### src/trsl_map.vh
// Constants for the torque reference and torque-mode speed limit block
//
// Behaviour
// - Torque command follows signed reference in torque mode
// - Factory gain: plus three volts gives rated torque
// - Auto offset measures input and stores the correction
// - Auto offset adjust only allowed with servo off
// - Manual offset stores operator value like auto
// - Select zero internal cap, one lower of both
// - Internal cap 0 to 6000 rpm, default 1500
// - Internal cap above motor maximum uses motor maximum
// - External selected: smaller of analog and internal
// - External limit uses analog magnitude, sign ignored
// - Speed gain rpm per volt, 0 to 3000, default 150
`ifndef TRSL_MAP_VH
`define TRSL_MAP_VH

// Torque gain, unit 0.1 V per rated torque
`define TRSL_TREF_GAIN_MIN      7'h0a
`define TRSL_TREF_GAIN_MAX      7'h64
`define TRSL_TREF_GAIN_FACTORY  7'h1e
// mV * 10 / gain gives torque in 0.1 % of rated
`define TRSL_TREF_SCALE         16'h000a
// Internal speed cap in rpm
`define TRSL_SPEED_CAP_MAX      13'h1770
`define TRSL_SPEED_CAP_FACTORY  13'h05dc
// Speed gain in rpm per volt
`define TRSL_SPEED_GAIN_MAX     12'hbb8
`define TRSL_SPEED_GAIN_FACTORY 12'h096
// Millivolts per volt
`define TRSL_MV_PER_V           10'h3e8
// Speed limit source selector values
`define TRSL_SEL_INTERNAL       1'b0
`define TRSL_SEL_EXTERNAL       1'b1
// Saturation, zero and reset values
`define TRSL_TORQUE_POS_MAX     16'h7fff
`define TRSL_TORQUE_ZERO        16'h0000
`define TRSL_SPEED_SAT          13'h1fff
`define TRSL_OFFSET_RESET       16'h0000

`endif

### src/trsl_div.v
// Serial restoring divider for unsigned operands
`default_nettype none

module trsl_div #(
	parameter NW = 20,             // Numerator width
	parameter DW = 7               // Divisor width
) (
	input  wire          clk,      // System clock
	input  wire          rst,      // Asynchronous reset, active high
	input  wire          start,    // Begin a division when idle
	input  wire [NW-1:0] num,      // Dividend
	input  wire [DW-1:0] den,      // Divisor, zero gives all ones
	output reg           busy,     // Division in progress
	output reg           done,     // One-cycle pulse, quo valid
	output reg  [NW-1:0] quo       // Quotient register
);

	localparam CW = $clog2(NW + 1);

	reg  [DW-1:0] rem;
	reg  [CW-1:0] cnt;
	wire [DW:0]   shifted = {rem, quo[NW-1]};
	wire          fits    = shifted >= {1'b0, den};
	wire [DW:0]   diff    = shifted - {1'b0, den};

	// One quotient bit per cycle keeps the area of a single subtractor
	always @(posedge clk or posedge rst) begin
		if (rst) begin
			busy <= 1'b0;
			done <= 1'b0;
			quo  <= {NW{1'b0}};
			rem  <= {DW{1'b0}};
			cnt  <= {CW{1'b0}};
		end else begin
			done <= 1'b0;
			if (!busy && start) begin
				quo  <= num;
				rem  <= {DW{1'b0}};
				cnt  <= NW[CW-1:0];
				busy <= 1'b1;
			end else if (busy) begin
				quo <= {quo[NW-2:0], fits};
				rem <= fits ? diff[DW-1:0] : shifted[DW-1:0];
				cnt <= cnt - {{(CW-1){1'b0}}, 1'b1};
				if (cnt == {{(CW-1){1'b0}}, 1'b1}) begin
					busy <= 1'b0;
					done <= 1'b1;
				end
			end
		end
	end

endmodule // trsl_div

`default_nettype wire

### src/trsl_core.v
// Torque reference scaling, offset store and torque-mode speed limit
`include "trsl_map.vh"
`default_nettype none

module trsl_core (
	input  wire        sys_clk,               // System clock, 25 MHz
	input  wire        rst,                   // Async reset, active high
	input  wire        torque_mode_active,    // Torque control selected
	input  wire        servo_on,              // Servo enabled
	input  wire [15:0] torque_ref_in,         // Signed torque ref, mV
	input  wire [15:0] speed_ref_in,          // Signed speed input, mV
	input  wire [6:0]  torque_ref_gain,       // 0.1 V per rated torque
	input  wire [12:0] torque_mode_speed_cap, // Internal cap, rpm
	input  wire [11:0] speed_ref_gain,        // rpm per volt
	input  wire        speed_limit_source,    // 0 internal, 1 external
	input  wire [12:0] motor_max_speed,       // Motor maximum, rpm
	input  wire [15:0] motor_speed,           // Signed measured rpm
	input  wire        auto_offset_adjust,    // Pulse: measure offset
	input  wire        manual_offset_adjust,  // Pulse: store entry
	input  wire [15:0] manual_offset_value,   // Signed entry, mV
	output reg  [15:0] torque_cmd,            // Signed, 0.1 % rated
	output reg  [15:0] torque_ref_monitor,    // Scaled ref, no limit
	output reg  [12:0] speed_limit_eff,       // Effective limit, rpm
	output reg         speed_limiting,        // Torque being cut
	output reg  [15:0] offset_value,          // Stored correction, mV
	output reg         offset_refused,        // Pulse: auto refused
	output reg         param_fault            // Setting out of range
);

	////////////////////////////////////////////////////////////////////
	// Helpers

	function [12:0] min13;
		input [12:0] a;
		input [12:0] b;
		begin
			min13 = (a < b) ? a : b;
		end
	endfunction

	function [16:0] abs17;
		input [16:0] v;
		begin
			abs17 = v[16] ? (~v + 17'h0_0001) : v;
		end
	endfunction

	////////////////////////////////////////////////////////////////////
	// Offset store

	// Measuring with the servo on would fold a live command into the
	// correction, so the request is dropped and flagged instead
	// Auto wins when both pulses land in the same cycle
	always @(posedge sys_clk or posedge rst) begin
		if (rst) begin
			offset_value   <= `TRSL_OFFSET_RESET;
			offset_refused <= 1'b0;
		end else begin
			offset_refused <= 1'b0;
			if (auto_offset_adjust) begin
				if (!servo_on) begin
					offset_value <= torque_ref_in;
				end else begin
					offset_refused <= 1'b1;
				end
			end else if (manual_offset_adjust) begin
				offset_value <= manual_offset_value;
			end
		end
	end

	////////////////////////////////////////////////////////////////////
	// Parameter range handling

	// Out-of-range settings are clamped, not ignored, and flagged
	wire [6:0] gain_eff =
		(torque_ref_gain < `TRSL_TREF_GAIN_MIN) ? `TRSL_TREF_GAIN_MIN :
		(torque_ref_gain > `TRSL_TREF_GAIN_MAX) ? `TRSL_TREF_GAIN_MAX :
		torque_ref_gain;
	wire [12:0] cap_clamped =
		min13(torque_mode_speed_cap, `TRSL_SPEED_CAP_MAX);
	wire [11:0] sgain_eff =
		(speed_ref_gain > `TRSL_SPEED_GAIN_MAX) ?
		`TRSL_SPEED_GAIN_MAX : speed_ref_gain;

	always @(posedge sys_clk or posedge rst) begin
		if (rst) begin
			param_fault <= 1'b0;
		end else begin
			param_fault <= (torque_ref_gain < `TRSL_TREF_GAIN_MIN) ||
				(torque_ref_gain > `TRSL_TREF_GAIN_MAX) ||
				(torque_mode_speed_cap > `TRSL_SPEED_CAP_MAX) ||
				(speed_ref_gain > `TRSL_SPEED_GAIN_MAX);
		end
	end

	////////////////////////////////////////////////////////////////////
	// Torque reference scaling

	// Offset comes off first, so the gain never scales the error up
	wire [16:0] tq_diff = {torque_ref_in[15], torque_ref_in} -
		{offset_value[15], offset_value};
	wire [16:0] tq_mag  = abs17(tq_diff);
	wire [19:0] tq_num  = {3'b000, tq_mag} *
		{4'h0, `TRSL_TREF_SCALE};
	wire        tq_busy;
	wire        tq_done;
	wire [19:0] tq_quo;
	reg         tq_neg;
	reg  [6:0]  tq_den;

	trsl_div #(
		.NW (20),
		.DW (7)
	) u_tq_div (
		.clk   (sys_clk),
		.rst   (rst),
		.start (!tq_busy),
		.num   (tq_num),
		.den   (tq_den),
		.busy  (tq_busy),
		.done  (tq_done),
		.quo   (tq_quo)
	);

	wire [15:0] tq_sat = (tq_quo[19:15] != 5'h00) ?
		`TRSL_TORQUE_POS_MAX : tq_quo[15:0];

	// Sign and divisor are held per conversion, so a gain change mid-way
	// cannot mix two gains; the result edge still sees the old sign
	always @(posedge sys_clk or posedge rst) begin
		if (rst) begin
			tq_neg             <= 1'b0;
			tq_den             <= `TRSL_TREF_GAIN_MIN;
			torque_ref_monitor <= `TRSL_TORQUE_ZERO;
		end else begin
			if (!tq_busy) begin
				tq_neg <= tq_diff[16];
				tq_den <= gain_eff;
			end
			if (tq_done) begin
				torque_ref_monitor <= tq_neg ?
					(~tq_sat + 16'h0001) : tq_sat;
			end
		end
	end

	////////////////////////////////////////////////////////////////////
	// External speed limit from the analog speed input

	wire [16:0] sp_mag = abs17({speed_ref_in[15], speed_ref_in});
	wire [27:0] sp_num = {11'h000, sp_mag} * {16'h0000, sgain_eff};
	wire        sp_busy;
	wire        sp_done;
	wire [27:0] sp_quo;
	reg  [12:0] ext_limit;

	trsl_div #(
		.NW (28),
		.DW (10)
	) u_sp_div (
		.clk   (sys_clk),
		.rst   (rst),
		.start (!sp_busy),
		.num   (sp_num),
		.den   (`TRSL_MV_PER_V),
		.busy  (sp_busy),
		.done  (sp_done),
		.quo   (sp_quo)
	);

	// Saturated until the first result, so the external source cannot
	// undercut the internal cap straight out of reset
	always @(posedge sys_clk or posedge rst) begin
		if (rst) begin
			ext_limit <= `TRSL_SPEED_SAT;
		end else if (sp_done) begin
			ext_limit <= (sp_quo[27:13] != 15'h0000) ?
				`TRSL_SPEED_SAT : sp_quo[12:0];
		end
	end

	////////////////////////////////////////////////////////////////////
	// Effective limit and torque cut

	// Motor maximum bounds both sources, the external one through this
	wire [12:0] int_limit = min13(cap_clamped, motor_max_speed);
	wire [12:0] next_speed_limit_eff =
		(speed_limit_source == `TRSL_SEL_EXTERNAL) ?
		min13(ext_limit, int_limit) : int_limit;

	// Magnitude test: the cap is the same in both directions
	wire [16:0] spd_abs  = abs17({motor_speed[15], motor_speed});
	wire        at_limit = spd_abs >= {4'h0, speed_limit_eff};
	wire        tq_pos   = !torque_ref_monitor[15] &&
		(torque_ref_monitor != `TRSL_TORQUE_ZERO);
	wire        tq_rev   = torque_ref_monitor[15];
	// Only torque that pushes further past the limit is removed, so the
	// motor may still brake from an overspeed
	wire        next_speed_limiting = torque_mode_active && at_limit &&
		((!motor_speed[15] && tq_pos) ||
		(motor_speed[15] && tq_rev));

	always @(posedge sys_clk or posedge rst) begin
		if (rst) begin
			speed_limit_eff <= `TRSL_SPEED_CAP_FACTORY;
			speed_limiting  <= 1'b0;
			torque_cmd      <= `TRSL_TORQUE_ZERO;
		end else begin
			speed_limit_eff <= next_speed_limit_eff;
			speed_limiting  <= next_speed_limiting;
			if (!torque_mode_active || next_speed_limiting) begin
				torque_cmd <= `TRSL_TORQUE_ZERO;
			end else begin
				torque_cmd <= torque_ref_monitor;
			end
		end
	end

endmodule // trsl_core

`default_nettype wire

### config.mk
export PLATFORM = sky130hd
export DESIGN_NAME = trsl_core
export DESIGN_NICKNAME = d
export VERILOG_FILES = /design/src/trsl_div.v /design/src/trsl_core.v
export VERILOG_INCLUDE_DIRS = /design/src
export SDC_FILE = /design/constraint.sdc
export NUM_CORES = 1
export LEC_CHECK = 0
export BUFFER_PORTS_ARGS = -buffer_cell sky130_fd_sc_hd__clkbuf_2
export CAP_MARGIN = 40
export CORE_UTILIZATION = 61
export CTS_CLUSTER_DIAMETER = 100
export DETAILED_ROUTE_END_ITERATION = 7
export MAX_ROUTING_LAYER = met4
export PLACE_DENSITY = 0.82
export SYNTH_ARGS = -nofsm -noshare
export SYNTH_HDL_FRONTEND = slang
export SYNTH_SLANG_ARGS = --single-unit
### constraint.sdc
create_clock -name sys_clk -period 7.37 [get_ports sys_clk]
set_clock_uncertainty 0.15 [all_clocks]
set_input_delay 1.1055 -clock sys_clk [delete_from_list [all_inputs] [get_ports sys_clk]]
set_output_delay 1.1055 -clock sys_clk [all_outputs]
set_load 0.02 [all_outputs]
* Word-level counts from Yosys, hierarchy flattened
Index checks and enable logic that the tools add are counted.
** Storage, ports and cells
- Output and inout port bits :: 64
- Input port bits :: 116
- Bits in registers :: 164
- Word-level logic and storage cells :: 101
** Cells by class
- Reductions and logical operators :: 18
- Equal/unequal tests :: 3
- $add $sub $neg :: 9
- Multiply operators :: 2
- Magnitude comparators :: 10
- Bitwise operators :: 4
- Mux-type cells :: 35
** Operator list (number)
- two-way mux 16 bit :: 6
- two-way mux 13 bit :: 5
- adder 17 x 1 -> 17 bit (second input constant) :: 3
- two-way mux 17 bit :: 3
- NOT 17 bit :: 3
- multiplier 17 x 12 -> 28 bit :: 1
- two-way mux 28 bit :: 1
- two-way mux 7 bit :: 4
- < comparator 13 bit :: 2
- two-way mux 10 bit :: 2
- two-way mux 20 bit :: 1
- multiplier 17 x 3 -> 19 bit (second input constant) :: 1
- >= comparator 17 x 13 -> 1 bit :: 1
- subtractor 16 x 16 -> 17 bit :: 1
- adder 16 x 1 -> 16 bit (second input constant) :: 1
- NOT 16 bit :: 1
- nonzero test 16 bit :: 1
- nonzero test 15 bit :: 1
- greater-than comparator 13 bit (second input constant) :: 1
- < comparator 13 bit (second input constant) :: 1
- greater-than comparator 12 bit (second input constant) :: 1
- two-way mux 12 bit :: 1
- >= comparator 11 x 10 -> 1 bit (second input constant) :: 1
- equality test 5 x 1 -> 1 bit (second input constant) :: 2
- other kinds (15) :: 36

* Logic depth before layout (Yosys ltp)
- Depth in word-level cells :: 8
- Mapped depth :: 27
- Depth with buffers taken out :: 26

* Modules after synthesis
Synthesis repeated with hierarchy kept, for this count alone.
** Second synthesis, totals
- Cell total of the unflattened synthesis :: 2104
- Area total of the unflattened synthesis :: 18216.2 um2
** Modules (own cells, without submodules)
- trsl_core :: times used 1, area each 13730.7 um2, cells an instance 1634, seq. area each 2154.6 um2
- trsl_div (u_sp_div) :: times used 1, area each 2537.4 um2, cells an instance 269, seq. area each 1126.1 um2
- trsl_div (u_tq_div) :: times used 1, area each 1948.1 um2, cells an instance 201, seq. area each 850.8 um2

* Least setup slack after synthesis
Ideal clock, no wire load.
- Path kind :: input to register
- From :: in speed_ref_in[2]
- To :: reg u_sp_div.quo[19]
- Required time :: 7.087 ns
- Stages :: 25
- Arrival :: 7.198 ns
- Slack :: -0.111 ns
- Path through :: nor4_1 > inv_1 > nor3_1 > nand3_1 > o41ai_1 > xnor2_1 > clkbuf_1 > nand2_1 > fa_1 > fa_1 > inv_1 > fa_1 > fa_1 > inv_1 > fa_1 > inv_1 > ha_1 > and3_1 > a221oi_1 > nor2b_1 > a311o_1 > a21o_1 > a21oi_1 > xor2_1 > o21ai_0
** On the way
- Longest elaborated chain between the ends :: 5
** RTL lines
- from (decl) :: line trsl_core.v:11 : input wire [15:0] speed_ref_in,
- NOT 17 bit :: line trsl_core.v:44 : abs17 = v[16] ? (~v + 17'h0_0001) : v;
- adder 17 x 1 -> 17 bit :: line trsl_core.v:44
- two-way mux 17 bit (*) :: line trsl_core.v:44
- multiplier 17 x 12 -> 28 bit (*) :: line trsl_core.v:152 : wire [27:0] sp_num = {11'h000, sp_mag} * {16'h0000, sgain_eff};
- two-way mux 28 bit (*) :: line trsl_div.v:36 : if (!busy && start) begin
- to (signal assigned) :: line trsl_div.v:31 : quo <= {NW{1'b0}};
- to (signal assigned) :: line trsl_div.v:37 : quo <= num;
- to (signal assigned) :: line trsl_div.v:42 : quo <= {quo[NW-2:0], fits};
- to (decl) :: line trsl_div.v:15 : output reg [NW-1:0] quo
Mark *: on every way between the ends. The rest lies on a longest branch, timed or not.
A chain may end at the register's enable or synchronous reset.

* Worst setup path in the final report
- From :: in speed_ref_in[2]
- To :: reg u_sp_div.quo[26]
Same word-level chain as after synthesis.

==> results by group <==
CTS
  • Num CTS Buffers: 17
  • Clk root buf: clkbuf_16
  • H-tree depth: 4
  • Maximum root-to-sink buffer count: 2
  • Later-pin clock latency in the skew report: 0.44 ns
  • Hold Buf Count CTS: 0
  • Sink Count: 164
  • CTS tree: done
  • Clock-pin slew on the worst setup and hold paths: 0.07 ns
  • Post-CTS Setup Inserts: 0

Pwr
  • Post-route total power: 9.50 mW
  • Max VDD drop: 619 uV
  • Power Density: 475 mW/mm^2
  • Lkg Pwr: 10.3 nW

Worst setup path
  • Levels on crit path: 25
  • CP Class: in2reg
  • Most used cell, CP: fa_1
  • Reg2Reg Depth: 19
  • CP max-delay cell: fa_1
  • CP Capture Type: flip-flop
  • CP arrival: 7.17 ns
  • Crit path max fanout: 6
  • Bufs and invs on worst path: 5
  • Top delay family on crit path: adder cells
  • CP peak stage delay: 0.54 ns
  • CP Launch Type: input port
  • WP data required: 7.52 ns

Hold path
  • Hold Path Class: reg2reg
  • WHS Path Cells: 1

Drt
  • Pre-antenna DRT Iters: 7
  • Post-route ant nets: 0
  • DR iter-0 viols: 972
  • Drt wl/cell: 15.3 um
  • DR vias: 14675
  • Detailed Route WL: 39900 um
  • Routed vias/inst: 5.64
  • DRC: 0

Die
  • Core ar.: 0.0279 sq mm
  • Row Count: 61
  • Initial core utilization: 0.623
  • Die width: 171 um
  • IO Pins: 180
  • Chip height: 171 um
  • Die Footprint: 0.0292 sq mm

Cells and area
  • Non-filler cells, final: 2603
  • Commonest non-fill, non-tap cell in the layout: inv_1
  • Final Util: 0.716
  • # nets final: 2643
  • Commonest non-fill, non-tap cells in the layout: 290 x inv_1, 242 x nand2_1, 179 x clkbuf_2
  • Layout area overhead: 14.8%
  • Diodes inserted: 0
  • Share of cells above drive strength 1: 0.172

Synth
  • Sequential fraction of the synthesis area: 0.237
  • Synth warn: 0
  • Top_reg_cell synth: dfrtp_1
  • Cell accounting for the most synthesized area: dfrtp_1
  • Unique cell type count in the Yosys netlist: 74
  • Synthesized area per cell: 8.74 sq um
  • Synth top area share: 0.204
  • Synth Instances: 1992
  • FFs w/ async S/R, synth: 1.00
  • Mapped Area: 0.0174 sq mm
  • Yosys reg bits: 164
  • EDFF count, synth: 0
  • Top post-synthesis cells by area: dfrtp_1 20%, fa_1 17%, ha_1 12%

Place
  • GP Congestion: 0.932
  • Pre-CTS WS: -0.439 ns
  • Placed cells: 2571
  • Hpwl dp: 32000 um
  • I/O Buffers: 179

Timing
  • Slew @ Worst Pin: 0.914 ns
  • Minimum clock period: 7.02 ns
  • Fin. Hold Viols: 0
  • Final worst path period share: 0.953
  • Worst Hold Slack: 0.340 ns
  • Fmax achieved: 142 MHz
  • RSZ-0062 raised after global routing: false
  • Setup Viol. Count Final: 0
  • Fin. max-slew vios: 0
  • Max-slew headroom: 0.386
  • Final Worst Setup Slack: 0.346 ns

Run
  • Max-cap check violation count: 0

GRT
  • Largest net degree at the start of global routing: 94
  • Total Routing Usage GR: 0.286
  • First-pass GRT wire length: 65600 um
  • Number of global-route vias before repair: 14209
  • Antenna violations before repair: 0
  • GRT overflow: 0

Run status
  • Status: finished, final reports clean
per-layer routing:
metal / share of wire / global-route usage / vias up
li1: - / - / 7022
met4: 0.017 / 0.0745 / 0
met5: 0 / - / -
met3: 0.053 / 0.0315 / 56
met1: 0.45 / 0.374 / 7111
met2: 0.48 / 0.475 / 486
cells by family (layout without fill, tap and decap cells):
family	after synthesis	in the layout	share of synthesized area
fa+ha+maj	315	315	0.292
mux	52	52	0.0316
buf+inv	371	595	0.0805
xor+xnor	104	104	0.0523
flops	164	164	0.237
simple gates	616	616	0.173
compound gates	368	368	0.133
other cells	2	11	0.000431
worst register-to-register path, stage by stage (launching register included):
cell,delay [ns]
dfrtp_1,0.39
ha_1,0.24
inv_1,0.07
fa_1,0.40
a21o_1,0.23
a221oi_2,0.49
a21oi_1,0.14
o41ai_1,0.57
o211ai_1,0.27
nor3_2,0.37
a21oi_1,0.14
xnor2_1,0.26
ha_1,0.29
ha_1,0.35
nand2_1,0.13
o21ai_0,0.15
o41a_1,0.38
a31o_2,0.28
and4_1,0.19
nor3_1,0.28
metrics by stage:
stage                     instance area (sq um)  TNS (ns)
after global routing                      20000         0
after CTS                                 19900         0
after floorplan                           17500         0
after global placement                    19300    -0.877
final                                     20000         0
after detailed placement                  19300     -3.12
path summary, 6_finish.rpt:
path	to	slack (ns)	start
min reg2reg	u_sp_div.rem[2]	0.34	u_sp_div.rem[1]
max	u_sp_div.quo[26]	0.35	speed_ref_in[2]
min	u_sp_div.rem[2]	0.34	u_sp_div.rem[1]
min in group asynchronous	tq_den[5]	0.67	rst
max reg2reg	u_tq_div.quo[19]	1.51	offset_value[0]
max in group asynchronous	u_sp_div.quo[19]	5.01	rst
area by class of cell:
class	count	area (sq um)
Fill cell	2143	7940
Clock inverter	15	180
Inverter	291	1100
Sequential cell	164	4130
Multi-Input combinational cell	1466	12000
Tap cell	378	473
Timing Repair Buffer	272	1640
Clock buffer	17	425
what timing repair did:
action / CTS / global route
pin swaps: 0 / 1
endpoints found under the hold margin: 0 / 0
endpoints found under the setup margin: 1 / 9
resized for setup: 1 / 19
sequential cells by signal, summed over array words and instances (netlist names), 7 cells and up:
name / cells
u_sp_div.quo: 28
tq_den: 7
speed_limit_eff: 13
torque_ref_monitor: 16
torque_cmd: 16
u_sp_div.rem: 10
u_tq_div.quo: 20
ext_limit: 13
u_tq_div.rem: 7
offset_value: 16
report_power, final:
part	leakage, nW	total, mW	switching, mW	internal, mW
sequential	1.94	1.38	0.210	1.17
clock	0.292	0.910	0.449	0.461
combinational	8.08	7.22	3.87	3.35
total	10.3	9.50	4.53	4.97
synth_stat cells (all sizes together), types with 30 or more instances:
cell type  number
fa            152
nand2b         31
o21ai          99
ha            163
and3           37
nand2         242
xor2           37
mux2i          31
a21oi         112
and2           70
clkbuf         71
dfrtp         142
inv           291
a21o           30
nor2          103
xnor2          67
Power figures use the tool's default switching activity.
